[src/ifbl_pkg.sv]
package ifbl_pkg;

	// ---------------------------------------------------------------
	// Instruction fields
	// ---------------------------------------------------------------
	localparam int IFBL_INSTR_W   = 32;
	localparam int IFBL_OPC_LSB   = 26;
	localparam int IFBL_RS_LSB    = 21;
	localparam int IFBL_RT_LSB    = 16;
	localparam int IFBL_RD_LSB    = 11;
	localparam int IFBL_FUNCT_LSB = 0;
	localparam int IFBL_IMM_W     = 16;
	localparam int IFBL_TGT_W     = 26;

	// ---------------------------------------------------------------
	// Major opcodes
	// ---------------------------------------------------------------
	localparam logic [5:0] IFBL_OP_SPECIAL = 6'h00;
	localparam logic [5:0] IFBL_OP_REGIMM  = 6'h01;
	localparam logic [5:0] IFBL_OP_J       = 6'h02;
	localparam logic [5:0] IFBL_OP_JAL     = 6'h03;
	localparam logic [5:0] IFBL_OP_BEQ     = 6'h04;
	localparam logic [5:0] IFBL_OP_BGTZ    = 6'h07;
	localparam logic [5:0] IFBL_OP_ADDI    = 6'h08;
	localparam logic [5:0] IFBL_OP_LUI     = 6'h0f;
	localparam logic [5:0] IFBL_OP_COP0    = 6'h10;
	localparam logic [5:0] IFBL_OP_COP1    = 6'h11;
	localparam logic [5:0] IFBL_OP_COP2    = 6'h12;
	localparam logic [5:0] IFBL_OP_COP1X   = 6'h13;
	localparam logic [5:0] IFBL_OP_LB      = 6'h20;
	localparam logic [5:0] IFBL_OP_LH      = 6'h21;
	localparam logic [5:0] IFBL_OP_LW_LEFT  = 6'h22;
	localparam logic [5:0] IFBL_OP_LW      = 6'h23;
	localparam logic [5:0] IFBL_OP_LBU     = 6'h24;
	localparam logic [5:0] IFBL_OP_LHU     = 6'h25;
	localparam logic [5:0] IFBL_OP_LW_RIGHT = 6'h26;
	localparam logic [5:0] IFBL_OP_LWU     = 6'h27;
	localparam logic [5:0] IFBL_OP_SB      = 6'h28;
	localparam logic [5:0] IFBL_OP_SH      = 6'h29;
	localparam logic [5:0] IFBL_OP_SW_LEFT  = 6'h2a;
	localparam logic [5:0] IFBL_OP_SW      = 6'h2b;
	localparam logic [5:0] IFBL_OP_SD_LEFT  = 6'h2c;
	localparam logic [5:0] IFBL_OP_SD_RIGHT = 6'h2d;
	localparam logic [5:0] IFBL_OP_SW_RIGHT = 6'h2e;
	localparam logic [5:0] IFBL_OP_LD_LEFT  = 6'h1a;
	localparam logic [5:0] IFBL_OP_LD_RIGHT = 6'h1b;
	localparam logic [5:0] IFBL_OP_LWC1    = 6'h31;
	localparam logic [5:0] IFBL_OP_LDC1    = 6'h35;
	localparam logic [5:0] IFBL_OP_LD      = 6'h37;
	localparam logic [5:0] IFBL_OP_SWC1    = 6'h39;
	localparam logic [5:0] IFBL_OP_SDC1    = 6'h3d;
	localparam logic [5:0] IFBL_OP_SD      = 6'h3f;

	// Function codes of the register layout.
	localparam logic [5:0] IFBL_FN_JR      = 6'h08;
	localparam logic [5:0] IFBL_FN_JALR    = 6'h09;
	localparam logic [5:0] IFBL_FN_SYSCALL = 6'h0c;
	localparam logic [5:0] IFBL_FN_BREAK   = 6'h0d;
	localparam logic [5:0] IFBL_FN_TGE     = 6'h30;
	localparam logic [5:0] IFBL_FN_TNE     = 6'h36;
	// Regimm rt codes: traps 0x08..0x0e, links 0x10..0x13.
	localparam logic [4:0] IFBL_RI_TGEI    = 5'h08;
	localparam logic [4:0] IFBL_RI_TNEI    = 5'h0e;
	localparam logic [4:0] IFBL_RI_LINK    = 5'h10;
	localparam logic [4:0] IFBL_RI_LINKMAX = 5'h13;
	// Indexed floating-point load/store function codes.
	localparam logic [5:0] IFBL_FX_LDMAX   = 6'h07;
	localparam logic [5:0] IFBL_FX_STMIN   = 6'h08;
	localparam logic [5:0] IFBL_FX_STMAX   = 6'h0f;

	localparam logic [4:0] IFBL_ZERO_REG   = 5'h00;
	localparam logic [4:0] IFBL_LINK_REG   = 5'h1f;
	localparam logic [63:0] IFBL_PC_STEP   = 64'h0000_0000_0000_0008;

	// Extra cycles for a left/right part access.
	localparam logic [1:0] IFBL_PART_EXTRA = 2'h1;

	// ---------------------------------------------------------------
	// Types
	// ---------------------------------------------------------------
	typedef enum logic [2:0] {
		IFBL_FMT_I = 3'b001,
		IFBL_FMT_J = 3'b010,
		IFBL_FMT_R = 3'b100
	} ifbl_fmt_type;

	typedef enum logic [1:0] {
		IFBL_SZ_BYTE  = 2'h0,
		IFBL_SZ_HALF  = 2'h1,
		IFBL_SZ_WORD  = 2'h2,
		IFBL_SZ_DWORD = 2'h3
	} ifbl_size_type;

	typedef enum logic [6:0] {
		IFBL_CLS_NONE = 7'b000_0001,
		IFBL_CLS_LDST = 7'b000_0010,
		IFBL_CLS_COMP = 7'b000_0100,
		IFBL_CLS_JBR  = 7'b000_1000,
		IFBL_CLS_COP  = 7'b001_0000,
		IFBL_CLS_SYS  = 7'b010_0000,
		IFBL_CLS_EXC  = 7'b100_0000
	} ifbl_class_type;

	typedef enum logic [1:0] {
		IFBL_ST_IDLE = 2'b01,
		IFBL_ST_PART = 2'b10
	} ifbl_state_type;

	typedef struct packed {
		logic        valid;
		logic [31:0] instr;
		logic [63:0] pc;
		logic [63:0] rs_val;
		logic [63:0] rt_val;
	} ifbl_req_type;

	typedef struct packed {
		logic           valid;
		ifbl_fmt_type   fmt;
		ifbl_class_type cls;
		logic [4:0]     rs;
		logic [4:0]     rt;
		logic [4:0]     dest;
		logic           dest_we;
		logic [63:0]    src_b;
		logic [63:0]    addr;
		logic           mem_rd;
		logic           mem_wr;
		logic           fp_dp;
		logic           mmx;
		logic           sysreg_rd;
		logic           sysreg_wr;
		logic           redirect;
		logic [63:0]    target;
		logic           syscall_exc;
		logic           break_exc;
		logic           trap_exc;
		logic           addr_err;
		logic           left_part;
		logic           right_part;
		ifbl_size_type  size;
		logic [7:0]     lane_mask;
		logic [63:0]    store_data;
	} ifbl_dec_type;

	typedef struct packed {
		ifbl_state_type state;
		logic           busy;
		ifbl_dec_type   out;
	} ifbl_regs_type;

endpackage

[src/ifbl_decoder.sv]
`timescale 1ns/1ps
module ifbl_decoder
	import ifbl_pkg::*;
(
	input  wire logic         clock,
	input  wire logic         arst_n,
	input  wire logic         big_endian,
	input  wire ifbl_req_type req,
	output ifbl_dec_type      dec,
	output logic              busy
);

	ifbl_regs_type state_r;
	ifbl_regs_type state_nxt;

	assign dec  = state_r.out;
	assign busy = state_r.busy;

	// ---------------------------------------------------------------
	// Decode
	// ---------------------------------------------------------------
	always_comb begin
		logic [5:0]  opc;
		logic [5:0]  fn;
		logic [4:0]  rs;
		logic [4:0]  rt;
		logic [4:0]  rd;
		logic [63:0] simm;
		logic [63:0] rs_v;
		logic [63:0] rt_v;
		logic [63:0] base;
		logic [63:0] ea;
		logic [2:0]  boff;
		logic [3:0]  nbytes;
		logic        is_load;
		logic        is_store;
		logic        is_fpx;
		logic        misal;
		logic        take;
		logic [2:0]  lane;
		ifbl_dec_type d;
		opc      = req.instr[IFBL_OPC_LSB +: 6];
		fn       = req.instr[IFBL_FUNCT_LSB +: 6];
		rs       = req.instr[IFBL_RS_LSB +: 5];
		rt       = req.instr[IFBL_RT_LSB +: 5];
		rd       = req.instr[IFBL_RD_LSB +: 5];
		simm     = {{48{req.instr[IFBL_IMM_W-1]}},
			req.instr[IFBL_IMM_W-1:0]};
		// Register 0 always reads as zero.
		rs_v     = (rs == IFBL_ZERO_REG) ? 64'h0 : req.rs_val;
		rt_v     = (rt == IFBL_ZERO_REG) ? 64'h0 : req.rt_val;
		base     = rs_v;
		is_load  = 1'b0;
		is_store = 1'b0;
		is_fpx   = 1'b0;
		take     = 1'b0;
		nbytes   = 4'h0;
		ea       = 64'h0;
		boff     = 3'h0;
		misal    = 1'b0;
		lane     = 3'h0;
		d        = '0;
		d.valid  = req.valid;
		d.rs     = rs;
		d.rt     = rt;
		d.cls    = IFBL_CLS_NONE;
		d.size   = IFBL_SZ_WORD;
		d.src_b  = rt_v;

		// Layout selection from the opcode.
		case (opc)
		IFBL_OP_SPECIAL: d.fmt = IFBL_FMT_R;
		IFBL_OP_J, IFBL_OP_JAL: d.fmt = IFBL_FMT_J;
		default: d.fmt = IFBL_FMT_I;
		endcase

		// ---------------------------------------------------------------
		// Classification
		// ---------------------------------------------------------------
		case (opc)
		IFBL_OP_SPECIAL: begin
			// Register jumps take the whole target from the source.
			if (fn == IFBL_FN_JR || fn == IFBL_FN_JALR) begin
				d.cls      = IFBL_CLS_JBR;
				d.redirect = 1'b1;
				d.target   = rs_v;
				if (fn == IFBL_FN_JALR) begin
					d.dest    = IFBL_LINK_REG;
					d.dest_we = 1'b1;
				end
			end else if (fn == IFBL_FN_SYSCALL) begin
				d.cls         = IFBL_CLS_EXC;
				d.syscall_exc = 1'b1;
			end else if (fn == IFBL_FN_BREAK) begin
				d.cls       = IFBL_CLS_EXC;
				d.break_exc = 1'b1;
			end else if (fn >= IFBL_FN_TGE && fn <= IFBL_FN_TNE) begin
				// The low function bits pick the compare of the trap.
				d.cls = IFBL_CLS_EXC;
				case (fn[2:0])
				3'h0: take = $signed(rs_v) >= $signed(rt_v);
				3'h1: take = rs_v >= rt_v;
				3'h2: take = $signed(rs_v) < $signed(rt_v);
				3'h3: take = rs_v < rt_v;
				3'h4: take = rs_v == rt_v;
				3'h6: take = rs_v != rt_v;
				default: take = 1'b0;
				endcase
				d.trap_exc = take;
			end else begin
				d.cls     = IFBL_CLS_COMP;
				d.dest    = rd;
				d.dest_we = 1'b1;
			end
		end
		IFBL_OP_REGIMM: begin
			// Immediate traps compare against the sign-extended offset.
			if (rt >= IFBL_RI_TGEI && rt <= IFBL_RI_TNEI) begin
				d.cls = IFBL_CLS_EXC;
				case (rt[2:0])
				3'h0: take = $signed(rs_v) >= $signed(simm);
				3'h1: take = rs_v >= simm;
				3'h2: take = $signed(rs_v) < $signed(simm);
				3'h3: take = rs_v < simm;
				3'h4: take = rs_v == simm;
				3'h6: take = rs_v != simm;
				default: take = 1'b0;
				endcase
				d.trap_exc = take;
			end else begin
				d.cls      = IFBL_CLS_JBR;
				d.redirect = rt[0] ? !rs_v[63] : rs_v[63];
				d.target   = req.pc + (simm << 2);
				if (rt >= IFBL_RI_LINK && rt <= IFBL_RI_LINKMAX) begin
					d.dest    = IFBL_LINK_REG;
					d.dest_we = 1'b1;
				end
			end
		end
		IFBL_OP_J, IFBL_OP_JAL: begin
			d.cls      = IFBL_CLS_JBR;
			d.redirect = 1'b1;
			d.target   = {req.pc[63:IFBL_TGT_W+2],
				req.instr[IFBL_TGT_W-1:0], 2'b00};
			if (opc == IFBL_OP_JAL) begin
				d.dest    = IFBL_LINK_REG;
				d.dest_we = 1'b1;
			end
		end
		IFBL_OP_COP0: begin
			// Bit 2 of the source field marks a move into the register.
			d.cls       = IFBL_CLS_SYS;
			d.sysreg_rd = !rs[2];
			d.sysreg_wr = rs[2];
			d.dest      = rs[2] ? rd : rt;
			d.dest_we   = !rs[2];
		end
		IFBL_OP_COP1: begin
			d.cls   = IFBL_CLS_COP;
			d.fp_dp = 1'b1;
		end
		IFBL_OP_COP2: begin
			d.cls = IFBL_CLS_COP;
			d.mmx = 1'b1;
		end
		IFBL_OP_COP1X: begin
			d.cls   = IFBL_CLS_COP;
			d.fp_dp = 1'b1;
			// Indexed accesses add the second register to the base.
			if (fn <= IFBL_FX_LDMAX || (fn >= IFBL_FX_STMIN &&
				fn <= IFBL_FX_STMAX)) begin
				is_fpx   = 1'b1;
				is_load  = fn <= IFBL_FX_LDMAX;
				is_store = !is_load;
				d.size   = fn[0] ? IFBL_SZ_DWORD : IFBL_SZ_WORD;
			end
		end
		default: begin
			if (opc >= IFBL_OP_BEQ && opc <= IFBL_OP_BGTZ) begin
				d.cls = IFBL_CLS_JBR;
				case (opc[1:0])
				2'h0: d.redirect = rs_v == rt_v;
				2'h1: d.redirect = rs_v != rt_v;
				2'h2: d.redirect = $signed(rs_v) <= 0;
				default: d.redirect = $signed(rs_v) > 0;
				endcase
				d.target = req.pc + (simm << 2);
			end else if (opc >= IFBL_OP_ADDI && opc <= IFBL_OP_LUI) begin
				d.cls     = IFBL_CLS_COMP;
				d.src_b   = simm;
				d.dest    = rt;
				d.dest_we = 1'b1;
			end else begin
				case (opc)
				IFBL_OP_LB, IFBL_OP_LBU: d.size = IFBL_SZ_BYTE;
				IFBL_OP_LH, IFBL_OP_LHU: d.size = IFBL_SZ_HALF;
				IFBL_OP_SB: d.size = IFBL_SZ_BYTE;
				IFBL_OP_SH: d.size = IFBL_SZ_HALF;
				IFBL_OP_LD_LEFT, IFBL_OP_LD_RIGHT, IFBL_OP_LD,
				IFBL_OP_LDC1, IFBL_OP_SD_LEFT, IFBL_OP_SD_RIGHT,
				IFBL_OP_SD, IFBL_OP_SDC1: d.size = IFBL_SZ_DWORD;
				default: d.size = IFBL_SZ_WORD;
				endcase
				case (opc)
				IFBL_OP_LB, IFBL_OP_LH, IFBL_OP_LW_LEFT, IFBL_OP_LW,
				IFBL_OP_LBU, IFBL_OP_LHU, IFBL_OP_LW_RIGHT, IFBL_OP_LWU,
				IFBL_OP_LD_LEFT, IFBL_OP_LD_RIGHT, IFBL_OP_LD,
				IFBL_OP_LWC1, IFBL_OP_LDC1: is_load = 1'b1;
				IFBL_OP_SB, IFBL_OP_SH, IFBL_OP_SW_LEFT, IFBL_OP_SW,
				IFBL_OP_SW_RIGHT, IFBL_OP_SD_LEFT, IFBL_OP_SD_RIGHT,
				IFBL_OP_SD, IFBL_OP_SWC1, IFBL_OP_SDC1: is_store = 1'b1;
				default: ;
				endcase
				case (opc)
				IFBL_OP_LW_LEFT, IFBL_OP_SW_LEFT, IFBL_OP_LD_LEFT,
				IFBL_OP_SD_LEFT: d.left_part = 1'b1;
				IFBL_OP_LW_RIGHT, IFBL_OP_SW_RIGHT, IFBL_OP_LD_RIGHT,
				IFBL_OP_SD_RIGHT: d.right_part = 1'b1;
				default: ;
				endcase
			end
		end
		endcase

		// ---------------------------------------------------------------
		// Address, alignment and byte lanes
		// ---------------------------------------------------------------
		ea = is_fpx ? (base + rt_v) : (base + simm);
		if (is_load || is_store) begin
			d.cls    = (d.cls == IFBL_CLS_COP) ? IFBL_CLS_COP : IFBL_CLS_LDST;
			d.addr   = ea;
			if (is_load && !is_fpx) begin
				d.dest    = rt;
				d.dest_we = 1'b1;
			end
			case (d.size)
			IFBL_SZ_BYTE:  misal = 1'b0;
			IFBL_SZ_HALF:  misal = ea[0];
			IFBL_SZ_WORD:  misal = ea[1:0] != 2'b00;
			default:       misal = ea[2:0] != 3'b000;
			endcase
			// Part accesses are the way round the alignment check.
			if (d.left_part || d.right_part)
				misal = 1'b0;
			d.addr_err = misal;
			d.mem_rd   = is_load && !misal;
			d.mem_wr   = is_store && !misal;
			boff       = ea[2:0];
			case (d.size)
			IFBL_SZ_BYTE:  nbytes = 4'h1;
			IFBL_SZ_HALF:  nbytes = 4'h2;
			IFBL_SZ_WORD:  nbytes = 4'h4;
			default:       nbytes = 4'h8;
			endcase
			// Left part covers offset..end of unit, right part start..offset
			// in big-endian; little-endian mirrors the two.
			for (int k = 0; k < 8; k++) begin
				logic [3:0] kb;
				logic [3:0] ub;
				kb = 4'(k);
				ub = (nbytes == 4'h8) ? 4'h0 : {1'b0, boff & 3'b100};
				if (!d.left_part && !d.right_part)
					d.lane_mask[k] = !misal && kb >= {1'b0, boff} &&
						kb < {1'b0, boff} + nbytes;
				else if (d.left_part ^ !big_endian)
					d.lane_mask[k] = kb >= {1'b0, boff} &&
						kb < ub + nbytes;
				else
					d.lane_mask[k] = kb >= ub &&
						kb <= {1'b0, boff};
				// Byte address k lands on a data-bus lane by endianness.
				lane = big_endian ? (3'h7 - 3'(k)) : 3'(k);
				d.store_data[8*lane +: 8] = rt_v[8*((k - int'(boff)) & 7)
					+: 8];
			end
		end
		if (d.dest == IFBL_ZERO_REG)
			d.dest_we = 1'b0;


		// ---------------------------------------------------------------
		// Stall control
		// ---------------------------------------------------------------
		// A part access holds its result for one more cycle while the
		// source is told to wait, so each part access costs one extra cycle.
		state_nxt      = state_r;
		state_nxt.out  = d;
		case (state_r.state)
		IFBL_ST_IDLE: begin
			if (d.valid && (d.left_part || d.right_part)) begin
				state_nxt.state = IFBL_ST_PART;
				state_nxt.busy  = 1'b1;
			end
		end
		IFBL_ST_PART: begin
			// Extra processor cycle: hold the decoded part access.
			state_nxt.out   = state_r.out;
			state_nxt.state = IFBL_ST_IDLE;
			state_nxt.busy  = 1'b0;
		end
		default: state_nxt.state = IFBL_ST_IDLE;
		endcase
	end

	// ---------------------------------------------------------------
	// State register
	// ---------------------------------------------------------------
	always_ff @(posedge clock or negedge arst_n) begin
		if (!arst_n) begin
			state_r       <= '0;
			state_r.state <= IFBL_ST_IDLE;
			state_r.out.cls <= IFBL_CLS_NONE;
			state_r.out.fmt <= IFBL_FMT_I;
		end else begin
			state_r <= state_nxt;
		end
	end

endmodule // ifbl_decoder

[config.mk]
export PLATFORM = sky130hd
export DESIGN_NAME = ifbl_decoder
export DESIGN_NICKNAME = d
export VERILOG_FILES = /design/src/ifbl_pkg.sv /design/src/ifbl_decoder.sv
export SDC_FILE = /design/constraint.sdc
export NUM_CORES = 1
export LEC_CHECK = 0
export ABC_AREA = 1
export BUFFER_PORTS_ARGS = -buffer_cell sky130_fd_sc_hd__buf_4
export CAP_MARGIN = 40
export CELL_PAD_IN_SITES_DETAIL_PLACEMENT = 1
export CELL_PAD_IN_SITES_GLOBAL_PLACEMENT = 1
export CORE_ASPECT_RATIO = 0.7
export CORE_MARGIN = 2
export CORE_UTILIZATION = 45
export CTS_BUF_LIST = sky130_fd_sc_hd__clkbuf_8
export CTS_CLUSTER_DIAMETER = 120
export DETAILED_ROUTE_END_ITERATION = 8
export PLACE_DENSITY_LB_ADDON = 0.2
export SYNTH_ARGS = -nofsm -noshare
export SYNTH_HDL_FRONTEND = slang
export SYNTH_SLANG_ARGS = --single-unit
[constraint.sdc]
create_clock -name clock -period 3.81 [get_ports clock]
set_input_delay 0.1905 -clock clock [delete_from_list [all_inputs] [get_ports clock]]
set_output_delay 0.1905 -clock clock [all_outputs]
set_load 0.01 [all_outputs]
# [Word level (Yosys, flattened, before mapping)]
# Memory sizes are Yosys's and may differ from the RTL's.
# Index checks and enable logic that the tools add are counted.
# W data, S select, Z words.
[totals] reg_bits=309 latchBits=0 ramBits=0 rom_bits=128 input_bits=228 out_inout_bits=307 wordCells=381 memories=1
[op_classes] addsub=21 multipliers=0 n_div=0 magnitude_cmp=61 eq_ne=57 shift=24 muxes=113 bitwise_logic=2 reduce_logical=74
[memory_table] memory="(no name shown)" words=64 word_bits=2 read_ports=1 rd_clocked_by_memory_dff=0 wr=0 line="ifbl_decoder.sv:194" source="case (opc)"
[op_table] cell="$shift A8 B34 Y64 const A" count=8
[op_table] cell="$shiftx A64 B7 Y8" count=8
[op_table] cell="$shiftx A8 B34 Y64" count=8
[op_table] cell="$bwmux W64" count=7
[op_table] cell="$neg A6 Y34" count=8
[op_table] cell="$pmux W65 S4" count=1
[op_table] cell="$mux W64" count=4
[op_table] cell="$mux W65" count=3
[op_table] cell="$add A64 B64 Y64" count=3
[op_table] cell="$ge A64 B64 Y1" count=3
[op_table] cell="$lt A64 B64 Y1" count=3
[op_table] cell="$mux W70" count=2
[op_table] cell="$eq A64 B64 Y1" count=2
[op_table] cell="$ne A64 B64 Y1" count=2
[op_table] cell="$eq A6 B6 Y1 const B" count=21
[op_table] cell="$mux W72" count=1
[op_table] cell="$mux W66" count=1
[op_table] cell="$and A64 B64 Y64" count=1
[op_table] cell="$ge A64 B16 Y1" count=1
[op_table] cell="$gt A64 B1 Y1 const B" count=1
[op_table] cell="$le A64 B1 Y1 const B" count=1
[op_table] cell="$lt A64 B16 Y1" count=1
[op_table] cell="$mux W6" count=10
[op_table] cell="$mux W1" count=42
[op_table] cell="69 further kinds" count=210

# [Logic depth before layout (Yosys ltp)]
[logic_depth] word_depth=18 mapped_depth=27 depth_no_buf=25

# [Least setup slack after synthesis]
# OpenSTA, ideal clock, no wires.
[synth_timing] path_kind="input -> register" startpoint="in req[220] in the netlist's numbering" endpoint="reg state_r, in the netlist dec[30]" setup_ns=0.122 arrival_ns=4.294 required_ns=3.688 path_slack_ns=-0.606 path_stages=21 path_buffers=6 cell_sequence="buf_2 > nor2_4 > nand2_4 > nor2_4 > nand2_4 > clkbuf_1 > clkbuf_1 > nand2_1 > o21ai_0 > ha_1 > fa_1 > clkinv_1 > clkbuf_1 > ha_1 > ha_1 > clkbuf_1 > clkbuf_1 > nor2_1 > a21oi_1 > nand2_1 > a32o_1"
[synth_via] elab_chain_len=15 elab_cells_between_ends=84 classes_between="add/sub (8); order compare (4); eq/ne (30); shift (16); mux (18); bitwise (1); reduce/logical (7)"
[synth_rtl] element="from (decl)" line="ifbl_decoder.sv:8" source="input wire ifbl_req_type req,"
[synth_rtl] element="$eq A6 B5 Y1" line="ifbl_decoder.sv:80" source="case (opc)"
[synth_rtl] element="$mux W1" line="ifbl_decoder.sv:80"
[synth_rtl] element="$mux W64" line="ifbl_decoder.sv:228" source="ea = is_fpx ? (base + rt_v) : (base + simm);"
[synth_rtl] element="$sub A1 B3 Y3" line="ifbl_decoder.sv:273" source="d.store_data[8*lane +: 8] = rt_v[8*((k - int'(boff)) & 7)"
[synth_rtl] element="$shiftx A64 B7 Y8" line="ifbl_decoder.sv:273"
[synth_rtl] element="$shiftx A8 B34 Y64" line="ifbl_decoder.sv:273"
[synth_rtl] element="$and A64 B64 Y64 (no source line)"
[synth_rtl] element="$bwmux W64 (7 in series)" line="ifbl_decoder.sv:273"
[synth_rtl] element="$mux W72 (*)" line="ifbl_decoder.sv:229" source="if (is_load || is_store) begin"
[synth_rtl] element="to (signal assigned)" line="ifbl_decoder.sv:315" source="state_r <= state_nxt;"
[synth_rtl] element="to (decl)" line="ifbl_decoder.sv:13" source="ifbl_regs_type state_r;"
# Every way passes the cells marked *; elsewhere a longest branch is shown, timed or not.
# A chain may end at the register's enable or synchronous reset.

# [Worst setup path after layout]
[layout_timing] startpoint="in req[223] in the netlist's numbering" endpoint="reg state_r, in the netlist dec[195]"
[layout_via] elab_chain_len=8 elab_cells_between_ends=52 classes_between="order compare (4); eq/ne (30); mux (11); reduce/logical (7)"
[layout_rtl] element="$eq A6 B6 Y1 or $eq A6 B5 Y1 (tied branches)" line="ifbl_decoder.sv:204" source="case (opc)"
[layout_rtl] element="$reduce_or A13 Y1 or $reduce_or A10 Y1 (tied branches)" line="ifbl_decoder.sv:204"
[layout_rtl] element="$mux W1" line="ifbl_decoder.sv:204"
[layout_rtl] element="$mux W1" line="ifbl_decoder.sv:188" source="end else if (opc >= IFBL_OP_ADDI && opc <= IFBL_OP_LUI) begin"
[layout_rtl] element="$mux W1" line="ifbl_decoder.sv:179" source="if (opc >= IFBL_OP_BEQ && opc <= IFBL_OP_BGTZ) begin"
[layout_rtl] element="$pmux W1 S2" line="ifbl_decoder.sv:80"
[layout_rtl] element="$logic_or A1 B1 Y1" line="ifbl_decoder.sv:229"
[layout_rtl] element="$mux W66 (*)" line="ifbl_decoder.sv:229"
# Marked as above.

==> reports/qor.yml <==
global_route:
  grt_util_all_layers: 0.504
  grt_pass1_vias: 40231
  gr-total-overflow: 0
  antenna_found_initial: 12
  grt_max_degree: 130
  grt_pass1_wl_mm: 270
yosys:
  syn_inst: 4899
  yosys.area.top_type: "dfrtp_1"
  synth_top_area_share: 0.240
  yosys_register_bits: 309
  synth_area_per_cell_sq_um: 6.50
  synth-warning-count: 0
  synthArstFlopShare: 1.00
  synthTopCellsByArea: "dfrtp_1 (24%), nand2_1 (15%), ha_1 (10%), buf_4 (7.2%), o21ai_0 (7.1%)"
  yosysSeqAreaShare: 0.243
  synth_cell_types: 63
  syn_nets: 5395
  synthFlopType: "dfrtp_1"
  syn_area_sq_um: 31800
  synth_edf_count: 0
timing:
  setup_tns_ps: 0
  setup_viol: 0
  relSlewSlack: 0.384
  grt_setup_unrepaired: "true"
  hold_violations: 0
  worst_slew_pin_slew_ps: 914
  skew_ps: 47.4
  drv_slew: 0
  worst_slack_ps: 44.4
  final.period_utilization: 0.988
  fmax_mhz: 266
  whs_ps: 29.7
  period_needed_ps: 3770
status:
  run_status: "completed"
routing:
  vias: 41005
  vias_per_cell: 6.26
  first_pass_iters: 5
  drt_wl_total_mm: 189
  detail-route-antenna-nets: 0
  highest_layer: "met5"
  routedWlPerCell_um: 28.8
  drtIter0Drc: 5608
  drt-met1-wl_mm: 76.6
  wl_met2_mm: 71.0
  drcViolationCount: 0
  met3WireLength_mm: 29.6
layout:
  final_cell_area_sq_um: 40200
  final_util: 0.574
  drive_gt1_frac: 0.218
  synthToLayoutAreaGrowth_pct: 26.1
  nets: 6090
  fin_cells: 6553
clocking:
  cts_sinks: 309
  clk_latency_ps: 740
  clk_path_buf_depth: 3
  cts_tree: "built"
  cts_buffers: 53
  root_buffer: "clkbuf_8"
  cts.clk_slew.worst_paths_ps: 60
  htreeDepth: 2
critical_path:
  critical_path.max_stage_delay_ps: 530
  slowest_stage: "dlygate4sd3_1"
  endpoint_kind: "register"
  worstRegToRegCells: 6
  crit_type: "in2reg"
  startpoint_type: "input port"
  arrival_ps: 4320
  crit_path_start: "req[223]"
  reg2reg_from: "state_r[307]"
  cp.required_ps: 4370
  regToRegEndpoint: "dec[252]"
  reg2reg_slack_ps: 1340
  path_cells: "dlygate4sd3_1 -> buf_4 -> nor2_4 -> nand2_4 -> nor2_4 -> nand2_4 -> buf_4 -> o21ai_1 -> ha_1 -> a21oi_1 -> inv_1 -> a31oi_1 -> inv_1 -> buf_4 -> a21oi_1 -> o21ai_0 -> a21o_1 -> nand2_1 -> nand2_1 -> o21ai_1 -> nand2_1"
  critPathMaxFanout: 29
floorplan:
  core_area_sq_um: 69900
  die_area_sq_um: 72900
  chipWidth_um: 322
  die_h_um: 227
  start_util: 0.455
  rows: 81
  io_pins: 535
placement:
  io_buffers: 534
  gp_congestion: 1.17
  dp_hpwl_mm: 150
  place_area_sq_um: 38100
  place_inst: 6379
  dp_slack_ps: -414
run:
  cap_viol_max_count: 0
pwr:
  p_leak_nw: 21.5
  power.density_nw_per_um2: 352
  power.total_mw: 14.1
  max-vdd-ir-drop_v: 0.000263
min_path:
  hold_depth: 5
  hold_class: "in2reg"
  min_from: "req[150]"
  whs_endpoint: "dec[102]"
## critical path: cells and delay by family
kind / cells / cell delay [ps]
adders and majority gates: 1 / 430
AOI/OAI and AO/OA: 7 / 1540
and+or+nand+nor: 7 / 830
buffers and inverters: 6 / 1300
## layer usage
layer	global-route usage	up-vias
li1	-	17424
met1	0.688	19805
met2	0.671	3106
met3	0.207	656
met4	0.254	14
met5	0.0114	-
## layout make-up
type	instances	area (sq um)
inverter	570	2150
tap	913	1140
clock buffer	69	950
timing repair buffer	1123	8800
clock inverter	23	214
fill	9323	29800
multi-input combinational	3537	19100
antenna	9	22.5
sequential	309	7740
## Yosys cell counts (all sizes together) (18+ instances only)
cell and count:
nand2 1296, nor4 22, o21ai 465, a31oi 89, dfrtp 306, a21o 20, inv 568, o21a 24
nor2 420, buf 342, a221oi 23, a21oi 423, nor3 42, ha 265, nand4 52, a22oi 30
nand3b 18, a32o 35, clkbuf 141, mux2i 32, nand3 152
## registers in the layout, indices dropped and copies added (netlist names)
signal,cells
busy,1
dec,306
state_r,2
## cells in the final DEF, fill, tap and decap left out, types with 8 or more instances in the layout
cell and count:
nand2_1 1281, buf_4 1033, inv_1 565, o21ai_0 435
a21oi_1 416, nor2_1 408, dfrtp_1 306, ha_1 256
nand3_1 150, a31oi_1 89, clkbuf_8 69, dlygate4sd3_1 68
nand4_1 52, nor3_1 41, a32o_1 35, mux2i_1 32
a22oi_1 30, o21a_1 24, o21ai_1 23, a221oi_1 23
a21o_1 20, nand3b_1 18, nor4_1 17, buf_12 16
nand2_2 12, o21bai_1 12, o31ai_1 12, a41oi_1 12
a211oi_1 11, xor2_1 11, diode_2 9, clkinv_2 9
o211ai_1 9, or2_2 9, o2111ai_1 8, ha_2 8
## repair_timing
| item | in CTS | in global routing |
|---|---|---|
| gates resized for setup | 0 | 44 |
| setup buffers | 0 | 2 |
| endpoints found under the setup margin | 0 | 40 |
| hold endpoints to repair | 142 | 0 |
| hold buffers | 68 | 0 |
## logic make-up after synthesis
logic type	count (synthesis)	synth area share
muxes	32	0.0101
and+or+nand+nor	2015	0.257
AOI/OAI and AO/OA	1207	0.218
buffers and inverters	1053	0.161
xor gates and xnor gates	15	0.00471
adders and majority gates	268	0.106
DFF	309	0.243
## worst max path at each step
stage                           to  slack, ps  cells past startpoint
final                     dec[195]         40                     21
after floorplan            dec[30]         40                     21
after detailed placement   dec[77]       -410                     22
after CTS                 dec[204]         40                     22
after global routing      dec[204]       -100                     25
after global placement     dec[77]       -310                     22
## power breakdown
group / switching [mW] / total (mW) / internal (mW)
clock: 1.72 / 3.60 / 1.89
sequential: 0.268 / 3.86 / 3.60
combinational: 4.19 / 6.65 / 2.46
(Power assumes the default switching activity.)
